File: config.mk
export PLATFORM = sky130hd
export DESIGN_NAME = rss_exec
export DESIGN_NICKNAME = d
export VERILOG_FILES = /design/src/include/rss_pkg.sv /design/src/hdl/rss_exec.sv
export SDC_FILE = /design/constraint.sdc
export NUM_CORES = 1
export LEC_CHECK = 0
export ABC_AREA = 1
export ABC_CLOCK_PERIOD_IN_PS = 6150
export BUFFER_PORTS_ARGS = -buffer_cell sky130_fd_sc_hd__buf_2
export CORE_MARGIN = 3
export CORE_UTILIZATION = 45
export DETAILED_ROUTE_END_ITERATION = 10
export PLACE_DENSITY = 0.79
export RECOVER_POWER = 100
export SLEW_MARGIN = 5
export SYNTH_ARGS = -nofsm -noshare
export SYNTH_HDL_FRONTEND = slang
export SYNTH_SLANG_ARGS = --single-unit
File: constraint.sdc
create_clock -name core_clk -period 6.15 [get_ports core_clk]
set_clock_uncertainty 0.05 [all_clocks]
set_input_delay 0.3075 -clock core_clk [delete_from_list [all_inputs] [get_ports core_clk]]
set_output_delay 0.3075 -clock core_clk [all_outputs]
set_load 0.02 [all_outputs]
File: src/include/rss_pkg.sv
// rss_pkg: opcode selects, widths and reset values for the rotate/subtract/swap/sleep unit
// assumes the decoder presents one operation select per instruction cycle
package rss_pkg;
   localparam int DATA_W = 8;
   localparam int ADDR_W = 7;
   localparam int WDOG_W   = 8;
   localparam int PRE_W    = 8;
   localparam int HALF_BIT = 4;

   localparam logic [7:0]        ACC_RST      = 8'h00;
   localparam logic [WDOG_W-1:0] WDOG_CLEAR   = 8'h00;
   localparam logic [PRE_W-1:0]  PRE_CLEAR    = 8'h00;
   localparam logic [PRE_W-1:0]  PRE_LAST     = 8'hFF;
   localparam logic [ADDR_W-1:0] WADDR_RST    = 7'h00;
   localparam logic [7:0]        WDATA_RST    = 8'h00;
   localparam logic              FLAG_RST     = 1'b0;
   localparam logic              EXPIRY_RST   = 1'b1;
   localparam logic              PDOWN_RST    = 1'b1;
   localparam logic              DEST_ACC     = 1'b0;
   localparam logic              DEST_FILE    = 1'b1;

   typedef enum logic [2:0] {
      RSS_OP_NONE   = 3'h0,
      RSS_OP_ROTR   = 3'h1,
      RSS_OP_LSUB   = 3'h2,
      RSS_OP_FSUB   = 3'h3,
      RSS_OP_FSUBB  = 3'h4,
      RSS_OP_SWAP   = 3'h5,
      RSS_OP_SLEEP  = 3'h6
   } rss_op_t;
endpackage

File: src/hdl/rss_exec.sv
// rss_exec: executes rotate right, subtracts, nibble swap and sleep for an 8-bit core
// assumes file data is presented with its address in the same cycle and write-back is done outside
// Operation
// - rotate right changes only carry
// - destination bit picks accumulator or file
// - sleep clears watchdog, sets expiry, clears power-down
// - sleep touches only expiry and power-down flags
// - literal minus accumulator updates carry, half, zero
// - literal subtract writes accumulator, borrow flags
// - file minus accumulator, carry and half borrow
// - borrow subtract uses inverted carry
// - swap exchanges nibbles, no flags
`timescale 1ns/1ps
module rss_exec (
   input  wire logic                        core_clk,
   input  wire logic                        rst,
   input  wire rss_pkg::rss_op_t            op_sel,
   input  wire logic                        dest_sel,
   input  wire logic [rss_pkg::ADDR_W-1:0]  file_addr,
   input  wire logic [rss_pkg::DATA_W-1:0]  file_rdata,
   input  wire logic [rss_pkg::DATA_W-1:0]  literal_k,
   input  wire logic                        watchdog_tick,
   input  wire logic                        watchdog_clr,
   output logic                             file_we,
   output logic [rss_pkg::ADDR_W-1:0]       file_waddr,
   output logic [rss_pkg::DATA_W-1:0]       file_wdata,
   output logic [rss_pkg::DATA_W-1:0]       acc,
   output logic                             carry_flag,
   output logic                             half_carry_flag,
   output logic                             zero_flag,
   output logic                             watchdog_expiry_flag,
   output logic                             power_down_flag,
   output logic [rss_pkg::WDOG_W-1:0]       watchdog_counter,
   output logic [rss_pkg::PRE_W-1:0]        watchdog_prescaler
);
   // state registers
   logic [rss_pkg::DATA_W-1:0]  acc_ff;
   logic                        carry_ff;
   logic                        half_ff;
   logic                        zero_ff;
   logic                        expiry_ff;
   logic                        pdown_ff;
   logic [rss_pkg::WDOG_W-1:0]  wdog_ff;
   logic [rss_pkg::PRE_W-1:0]   pre_ff;
   logic                        we_ff;
   logic [rss_pkg::ADDR_W-1:0]  waddr_ff;
   logic [rss_pkg::DATA_W-1:0]  wdata_ff;

   // decoded operation strobes
   logic                        is_rotr;
   logic                        is_lsub;
   logic                        is_fsub;
   logic                        is_fsubb;
   logic                        is_swap;
   logic                        is_sleep;
   logic                        is_sub;

   logic [rss_pkg::DATA_W-1:0]  minuend;
   logic [rss_pkg::DATA_W-1:0]  subtrahend_n;
   logic                        borrow_in;
   logic [rss_pkg::DATA_W:0]    sub_cy;
   logic [rss_pkg::DATA_W-1:0]  sub_sum;
   logic                        sub_zero;
   logic [rss_pkg::DATA_W-1:0]  result;
   logic                        has_result;
   logic                        to_file;
   logic                        pre_wrap;

   // illegal code 7 matches none of these and does nothing
   assign is_rotr  = (op_sel == rss_pkg::RSS_OP_ROTR);
   assign is_lsub  = (op_sel == rss_pkg::RSS_OP_LSUB);
   assign is_fsub  = (op_sel == rss_pkg::RSS_OP_FSUB);
   assign is_fsubb = (op_sel == rss_pkg::RSS_OP_FSUBB);
   assign is_swap  = (op_sel == rss_pkg::RSS_OP_SWAP);
   assign is_sleep = (op_sel == rss_pkg::RSS_OP_SLEEP);
   assign is_sub   = is_lsub || is_fsub || is_fsubb;

   // one subtractor shared by all three subtract forms
   always_comb begin
      minuend      = is_lsub ? literal_k : file_rdata;
      subtrahend_n = ~acc_ff;
      borrow_in    = is_fsubb ? ~carry_ff : 1'b0;
   end

   assign sub_cy[0] = ~borrow_in;
   // ripple chain so the nibble carry is a tap, not a second adder
   for (genvar b = 0; b < rss_pkg::DATA_W; b++) begin : g_sub_bit
      assign sub_sum[b]  = minuend[b] ^ subtrahend_n[b] ^ sub_cy[b];
      assign sub_cy[b+1] = (minuend[b] & subtrahend_n[b]) | (sub_cy[b] & (minuend[b] ^ subtrahend_n[b]));
   end
   assign sub_zero = (sub_sum == 8'h00);

   always_comb begin
      has_result = 1'b1;
      result     = sub_sum;
      unique case (op_sel)
         rss_pkg::RSS_OP_NONE: begin
            has_result = 1'b0;
         end
         rss_pkg::RSS_OP_ROTR: begin
            result = {carry_ff, file_rdata[7:1]};
         end
         rss_pkg::RSS_OP_LSUB: begin
            result = sub_sum;
         end
         rss_pkg::RSS_OP_FSUB: begin
            result = sub_sum;
         end
         rss_pkg::RSS_OP_FSUBB: begin
            result = sub_sum;
         end
         rss_pkg::RSS_OP_SWAP: begin
            result = {file_rdata[3:0], file_rdata[7:4]};
         end
         rss_pkg::RSS_OP_SLEEP: begin
            has_result = 1'b0;
         end
         default: begin
            has_result = 1'b0;
         end
      endcase
      to_file = has_result && !is_lsub && (dest_sel == rss_pkg::DEST_FILE);
   end

   always_ff @(posedge core_clk) begin
      if (rst) begin
         acc_ff <= rss_pkg::ACC_RST;
      end else if (has_result && !to_file) begin
         acc_ff <= result;
      end
   end

   // strobe lasts one cycle per file-bound op
   always_ff @(posedge core_clk) begin
      if (rst) begin
         we_ff <= rss_pkg::FLAG_RST;
      end else begin
         we_ff <= to_file;
      end
   end

   // address and data hold the last write
   always_ff @(posedge core_clk) begin
      if (rst) begin
         waddr_ff <= rss_pkg::WADDR_RST;
         wdata_ff <= rss_pkg::WDATA_RST;
      end else if (to_file) begin
         waddr_ff <= file_addr;
         wdata_ff <= result;
      end
   end

   // sleep and swap leave carry alone
   always_ff @(posedge core_clk) begin
      if (rst) begin
         carry_ff <= rss_pkg::FLAG_RST;
      end else if (is_rotr) begin
         carry_ff <= file_rdata[0];
      end else if (is_sub) begin
         carry_ff <= sub_cy[rss_pkg::DATA_W];
      end
   end

   // rotate touches carry only, so half carry waits for a subtract
   always_ff @(posedge core_clk) begin
      if (rst) begin
         half_ff <= rss_pkg::FLAG_RST;
      end else if (is_sub) begin
         half_ff <= sub_cy[rss_pkg::HALF_BIT];
      end
   end

   always_ff @(posedge core_clk) begin
      if (rst) begin
         zero_ff <= rss_pkg::FLAG_RST;
      end else if (is_sub) begin
         zero_ff <= sub_zero;
      end
   end

   // expiry only set here; the timeout path lives elsewhere
   always_ff @(posedge core_clk) begin
      if (rst) begin
         expiry_ff <= rss_pkg::EXPIRY_RST;
      end else if (is_sleep) begin
         expiry_ff <= 1'b1;
      end
   end

   always_ff @(posedge core_clk) begin
      if (rst) begin
         pdown_ff <= rss_pkg::PDOWN_RST;
      end else if (is_sleep) begin
         pdown_ff <= 1'b0;
      end
   end

   assign pre_wrap = (pre_ff == rss_pkg::PRE_LAST);

   // clear beats tick so sleep never keeps a stale count
   always_ff @(posedge core_clk) begin
      if (rst) begin
         pre_ff <= rss_pkg::PRE_CLEAR;
      end else if (is_sleep || watchdog_clr) begin
         pre_ff <= rss_pkg::PRE_CLEAR;
      end else if (watchdog_tick) begin
         pre_ff <= pre_ff + 8'h01;
      end
   end

   always_ff @(posedge core_clk) begin
      if (rst) begin
         wdog_ff <= rss_pkg::WDOG_CLEAR;
      end else if (is_sleep || watchdog_clr) begin
         wdog_ff <= rss_pkg::WDOG_CLEAR;
      end else if (watchdog_tick && pre_wrap) begin
         wdog_ff <= wdog_ff + 8'h01;
      end
   end

   assign acc                  = acc_ff;
   assign carry_flag           = carry_ff;
   assign half_carry_flag      = half_ff;
   assign zero_flag            = zero_ff;
   assign watchdog_expiry_flag = expiry_ff;
   assign power_down_flag      = pdown_ff;
   assign watchdog_counter     = wdog_ff;
   assign watchdog_prescaler   = pre_ff;
   assign file_we              = we_ff;
   assign file_waddr           = waddr_ff;
   assign file_wdata           = wdata_ff;
endmodule

* Word level (Yosys, flattened, before mapping)
Cells that the tools add are included.
Storage, ports and cells: bits in registers 44, input port bits 31
Cells by class: add/sub/neg operators 2, equality and inequality tests 7, multiplexer cells 6, bitwise gates (word level) 43, reductions and logical operators 13
Operators by type and width (number):
- adder 8 x 1 -> 8 bit, second input constant | 2
- bitwise AND 1 bit | 16
- one-hot mux 8 bit (2 select lines) | 1
- bitwise XOR 1 bit | 16
- == test 3 bit, second input constant | 3
- == test 8 bit, second input constant | 1
- logical NOT 8 bit | 1
- two-way mux 8 bit | 1
- inverter 8 bit | 1
- OR 1 bit | 8
- == test 3 x 2 -> 1 bit, second input constant | 2
- OR reduction 5 bit | 1
- logical AND 1 bit | 4
- two-way mux 1 bit | 4
- == test 3 x 1 -> 1 bit, second input constant | 1
- logical OR 1 bit | 3
- logical NOT 1 bit | 2
- inverter 1 bit | 2
- nonzero test 2 bit | 1
- OR reduction 2 bit | 1

* Longest topological paths before layout
word-level depth 21, mapped depth 24, depth with buffers taken out 24

* Least setup slack after synthesis
No wires, ideal clock.
kind input to register, start input op_sel[0], end register zero_ff (netlist: zero_flag), library setup time 0.116 ns, arrival 3.946 ns, data required time 5.984 ns, slack 2.038 ns, cell stages on the path 22, path buffers 0, cells stage by stage inv_1 > nand2_1 > or2_2 > fa_1 > fa_1 > inv_1 > fa_1 > inv_1 > fa_1 > inv_1 > fa_1 > inv_1 > fa_1 > fa_1 > inv_1 > fa_1 > inv_1 > nor2_1 > nand2_1 > nor2_1 > nor2_1 > nor2_1
On the way: cells in the longest elaborated chain, start to end 19, elaborated cells on any way between the ends 46, those cells by class eq/ne: 3; mux: 2; bitwise: 38; reduce/logical: 3
RTL lines:
- from (decl) | RTL line rss_exec.sv:17 | input wire rss_pkg::rss_op_t op_sel,
- == test 3 x 2 -> 1 bit or == test 3 bit (tied branches) | RTL line rss_exec.sv:71, rss_exec.sv:73
- two-way mux 8 bit or two-way mux 1 bit (tied branches) | RTL line rss_exec.sv:80, rss_exec.sv:82
- bitwise XOR 1 bit or inverter 1 bit (tied branches) | RTL line rss_exec.sv:89, rss_exec.sv:85
- bitwise AND 1 bit | RTL line rss_exec.sv:89 | assign sub_cy[b+1] = (minuend[b] & subtrahend_n[b]) | (sub_cy[b] & (minuend[b] ^ subtrahend_n[b]));
- OR 1 bit | RTL line rss_exec.sv:89
- bitwise AND 1 bit | RTL line rss_exec.sv:89
- OR 1 bit | RTL line rss_exec.sv:89
- bitwise AND 1 bit | RTL line rss_exec.sv:89
- [... 3 more ...]
- via sub_cy (one bit) | RTL line rss_exec.sv:61 | logic [rss_pkg::DATA_W:0] sub_cy;
- bitwise AND 1 bit | RTL line rss_exec.sv:89
- OR 1 bit | RTL line rss_exec.sv:89
- bitwise AND 1 bit | RTL line rss_exec.sv:89
- OR 1 bit | RTL line rss_exec.sv:89
- bitwise AND 1 bit | RTL line rss_exec.sv:89
- OR 1 bit | RTL line rss_exec.sv:89
- bitwise XOR 1 bit | RTL line rss_exec.sv:88 | assign sub_sum[b] = minuend[b] ^ subtrahend_n[b] ^ sub_cy[b];
- logical NOT 8 bit (*) | RTL line rss_exec.sv:91 | assign sub_zero = (sub_sum == 8'h00);
- to (signal assigned) | RTL line rss_exec.sv:175 | zero_ff <= rss_pkg::FLAG_RST;
- to (signal assigned) | RTL line rss_exec.sv:177 | zero_ff <= sub_zero;
- to (decl) | RTL line rss_exec.sv:40 | logic zero_ff;
The timed path passes the listed nets; every way through them passes the cells marked *. A chain may end at the register's enable or synchronous reset.

* Final worst setup path
start input op_sel[1], end register wdata_ff (netlist bit file_wdata[7])
On the way: cells in the longest elaborated chain, start to end 19, elaborated cells on any way between the ends 44, those cells by class eq/ne: 5; mux: 4; bitwise: 31; reduce/logical: 4
RTL lines:
- == test 3 x 2 -> 1 bit or == test 3 bit (tied branches) | RTL line rss_exec.sv:71, rss_exec.sv:73
- two-way mux 8 bit or two-way mux 1 bit (tied branches) | RTL line rss_exec.sv:80, rss_exec.sv:82
- bitwise XOR 1 bit or inverter 1 bit (tied branches) | RTL line rss_exec.sv:89, rss_exec.sv:85
- bitwise AND 1 bit | RTL line rss_exec.sv:89
- OR 1 bit | RTL line rss_exec.sv:89
- bitwise AND 1 bit | RTL line rss_exec.sv:89
- OR 1 bit | RTL line rss_exec.sv:89
- bitwise AND 1 bit | RTL line rss_exec.sv:89
- [... 3 more ...]
- via sub_cy (one bit) | RTL line rss_exec.sv:61
- bitwise AND 1 bit (*) | RTL line rss_exec.sv:89
- OR 1 bit (*) | RTL line rss_exec.sv:89
- bitwise AND 1 bit (*) | RTL line rss_exec.sv:89
- OR 1 bit (*) | RTL line rss_exec.sv:89
- bitwise AND 1 bit (*) | RTL line rss_exec.sv:89
- OR 1 bit (*) | RTL line rss_exec.sv:89
- bitwise XOR 1 bit (*) | RTL line rss_exec.sv:88
- one-hot mux 8 bit (2 select lines) (*) | RTL line rss_exec.sv:96 | unique case (op_sel)
- to (signal assigned) | RTL line rss_exec.sv:146 | wdata_ff <= rss_pkg::WDATA_RST;
- to (signal assigned) | RTL line rss_exec.sv:149 | wdata_ff <= result;
- to (decl) | RTL line rss_exec.sv:47 | logic [rss_pkg::DATA_W-1:0] wdata_ff;
Marked as above.

==> results.json <==
{
  "critPathMaxStageDelay_ps": 430,
  "critical_path.most_common_cell": "fa_1",
  "io_buffer_count": 74,
  "p_int_uw": 494,
  "seq_power_share": 0.439,
  "slew_headroom": 0.502,
  "synth_top_family_by_area": "simple AND/OR/NAND/NOR gates",
  "dp_hpwl_mm": 4.73,
  "clkLatencyLatePin_ps": 290,
  "synth_nets": 397,
  "vdd_ir_drop_max_mv": 0.129,
  "start_util": 0.474,
  "yosysTopAreaCellShare": 0.355,
  "critPathTopFamily": "adder cells",
  "worstSetupPathType": "primary input to register",
  "ctsHoldBuffers": 0,
  "antenna_found_initial": 0,
  "grt-ovfl-total": 0,
  "final_util": 0.552,
  "power_leakage_nw": 1.37,
  "synth-adder-area-share": 0.0746,
  "drive_gt1_frac": 0.111,
  "grt_max_degree": 28,
  "hold_class": "primary input to register",
  "cts_resized": 0,
  "gp_congestion": 0.914,
  "core_um2": 5240,
  "wl_per_cell_um": 12.0,
  "swShare": 0.309,
  "die-area_um2": 6450,
  "vias": 2380,
  "totalWireLength_mm": 6.03,
  "rows": 26,
  "ant_nets": 0,
  "grt_pass1_vias": 2212,
  "synth_top_area_cell": "dfxtp_1",
  "cp-start-kind": "primary input",
  "netlist_top_cells_area": "dfxtp_1 35%, nand2_1 16%, nor2_1 10%",
  "setup_violations": 0,
  "num_io_pins": 76,
  "max_freq_mhz": 218,
  "synth_seq_area_share": 0.355,
  "dr.pass1.iters": 4,
  "cp-end-kind": "register",
  "cts_setup_buffers": 0,
  "grt.total_usage": 0.194,
  "power_frac_comb": 0.237,
  "cp_slowest_cell": "fa_1",
  "synthCells": 356,
  "htreeDepth": 2,
  "grt_first_pass_wirelength_mm": 9.88,
  "worst-path-buf-inv": 8,
  "rsz0062_at_grt": "false",
  "die_y_um": 80.3,
  "synth_xor_area_frac": 0.0141,
  "clkPwrFrac": 0.324,
  "slew_viol_final": 0,
  "power_density_nw_per_um2": 247,
  "clk_pin_slew_ps": 80,
  "yosys_register_bits": 44,
  "clock-sinks": 44,
  "synth_area_um2": 2480,
  "tns_ps": 0,
  "finalHoldViolations": 0,
  "yosys_warnings": 0,
  "cts-root-buf": "clkbuf_8",
  "die_x_um": 80.3,
  "clockBufferDepth": 2,
  "yosys.area_share.simple": 0.379,
  "drc": 0,
  "post-route-period-util": 0.746,
  "status": "finished, final reports clean",
  "nets": 472,
  "cts_tree": "done",
  "crit_chain": "clkbuf_1, inv_1, nor2_1, nand2_1, nor2_1, a21oi_1, fa_1, fa_1, inv_1, fa_1, inv_1, fa_1, inv_1, fa_1, inv_1, fa_1, fa_1, inv_1, fa_1, inv_1, nand2_1, nand3_1, nor2_1, nor2_1",
  "numCtsBuffers": 5,
  "critPathRequiredTime_ps": 6330,
  "critPathArrivalTime_ps": 4770,
  "total_power_uw": 715,
  "diodes": 0,
  "avgSynthCellArea_um2": 6.98,
  "synthMuxAreaShare": 0.0343,
  "synth_cell_types": 30,
  "area_delta_synth_final_pct": 16.5,
  "switching_power_uw": 221,
  "finalCriticalPeriod_ps": 4590,
  "synth_compound_area_frac": 0.0484,
  "routed_via_density": 4.74,
  "critPathMaxFanout": 10,
  "worst_pin_slew_ps": 742,
  "drt_iter0_drc": 102,
  "maxCapViolations": 0
}
==> layout make-up <==
class | count | area [um^2]
fillers | 576 | 2340
multi-input cells | 259 | 1310
flip-flops and latches | 44 | 881
repair buffers | 74 | 313
inverters | 47 | 179
well taps | 70 | 87.6
clock buffers | 6 | 82.6
clock inverters | 2 | 38.8
==> cells by family (layout without fill, tap and decap cells) <==
| kind of cell | after synthesis | after routing |
|---|---|---|
| multiplexers | 8 | 8 |
| other | 1 | 1 |
| AO/OA/AOI/OAI | 24 | 24 |
| XOR/XNOR | 4 | 4 |
| flip-flops | 44 | 44 |
| adder cells (fa/ha/maj) | 10 | 10 |
| buffers and inverters | 53 | 129 |
| AND/OR/NAND/NOR | 212 | 212 |
==> state kept, by name, summed over array words and instances (netlist names) <==
name,cells
file_we,1
file_waddr,7
carry_flag,1
half_carry_flag,1
watchdog_prescaler,8
zero_flag,1
power_down_flag,1
file_wdata,8
acc,8
watchdog_counter,8
==> per-layer routing <==
| metal | vias up | global-route usage | wire length, um |
|---|---|---|---|
| met3 | 8 | 0.0404 | 334 |
| met1 | 1064 | 0.231 | 2700 |
| met5 | - | 0 | 0 |
| met2 | 72 | 0.344 | 2890 |
| met4 | 0 | 0.0659 | 97 |
| li1 | 1236 | - | - |
==> metrics by stage <==
step                      hold WS (ps)  setup WS, ps  instances  cell area, um^2
after global placement             390          1790        494             2890
after CTS                          157          1920        502             3010
final                              197          1560        502             2890
after global routing               200          1280        502             2890
after detailed placement           393          1620        494             2890
after floorplan                    330          2040        356             2480
==> worst register-to-register path: stages, from the launching register on <==
cell and delay, ps:
dfxtp_1 360, or2_2 310, fa_1 380, fa_1 360
inv_1 70, fa_1 160, inv_1 60, fa_1 370
inv_1 110, fa_1 180, inv_1 50, fa_1 380
fa_1 380, inv_1 80, fa_1 410, inv_1 80
nand2_1 50, nand3_1 110, nor2_1 50, nor2_1 120
==> synthesized netlist by cell type, drive strengths merged <==
cell type / number
nand2: 113
nor2: 73
inv: 46
dfxtp: 44
a21oi: 15
nand3: 15
o21ai: 9
fa: 8
nand3b: 8
buf: 5
mux2: 4
mux2i: 4
xor2: 3
ha: 2
nand4: 2
clkbuf: 1
clkinv: 1
conb: 1
or2: 1
xnor2: 1
==> path summary, 6_finish.rpt <==
path                                 startpoint                    end  slack [ps]  cells after the start
worst min register to register  power_down_flag        power_down_flag         410                      2
worst max register to register       carry_flag          file_wdata[7]        1970                     19
worst min-delay path              watchdog_tick  watchdog_prescaler[0]         200                      2
worst max-delay path                  op_sel[1]          file_wdata[7]        1560                     24
==> power groups by stage <==
stage / Sequential [mW] / Clock [mW] / Combinational, mW
global placement: 0.320 / 0 / 0.175
global route: 0.316 / 0.248 / 0.193
floorplan: 0.341 / 0 / 0.105
detailed placement: 0.320 / 0 / 0.180
finish: 0.314 / 0.232 / 0.170
CTS: 0.313 / 0.237 / 0.181
==> placed cells by master (no fill, tap or decap), drive strengths merged <==
| cell type | synthesis | routed |
|---|---|---|
| nand2 | 113 | 113 |
| nor2 | 73 | 73 |
| clkbuf | 1 | 52 |
| inv | 46 | 45 |
| dfxtp | 44 | 44 |
| buf | 5 | 28 |
| a21oi | 15 | 15 |
| nand3 | 15 | 15 |
| o21ai | 9 | 9 |
| nand3b | 8 | 8 |
| fa | 8 | 8 |
| mux2i | 4 | 4 |
| mux2 | 4 | 4 |
| xor2 | 3 | 3 |
| clkinv | 1 | 3 |
| nand4 | 2 | 2 |
| ha | 2 | 2 |
| or2 | 1 | 1 |
| xnor2 | 1 | 1 |
| conb | 1 | 1 |
| bufinv | 0 | 1 |
Power figures use the tool's default switching activity.
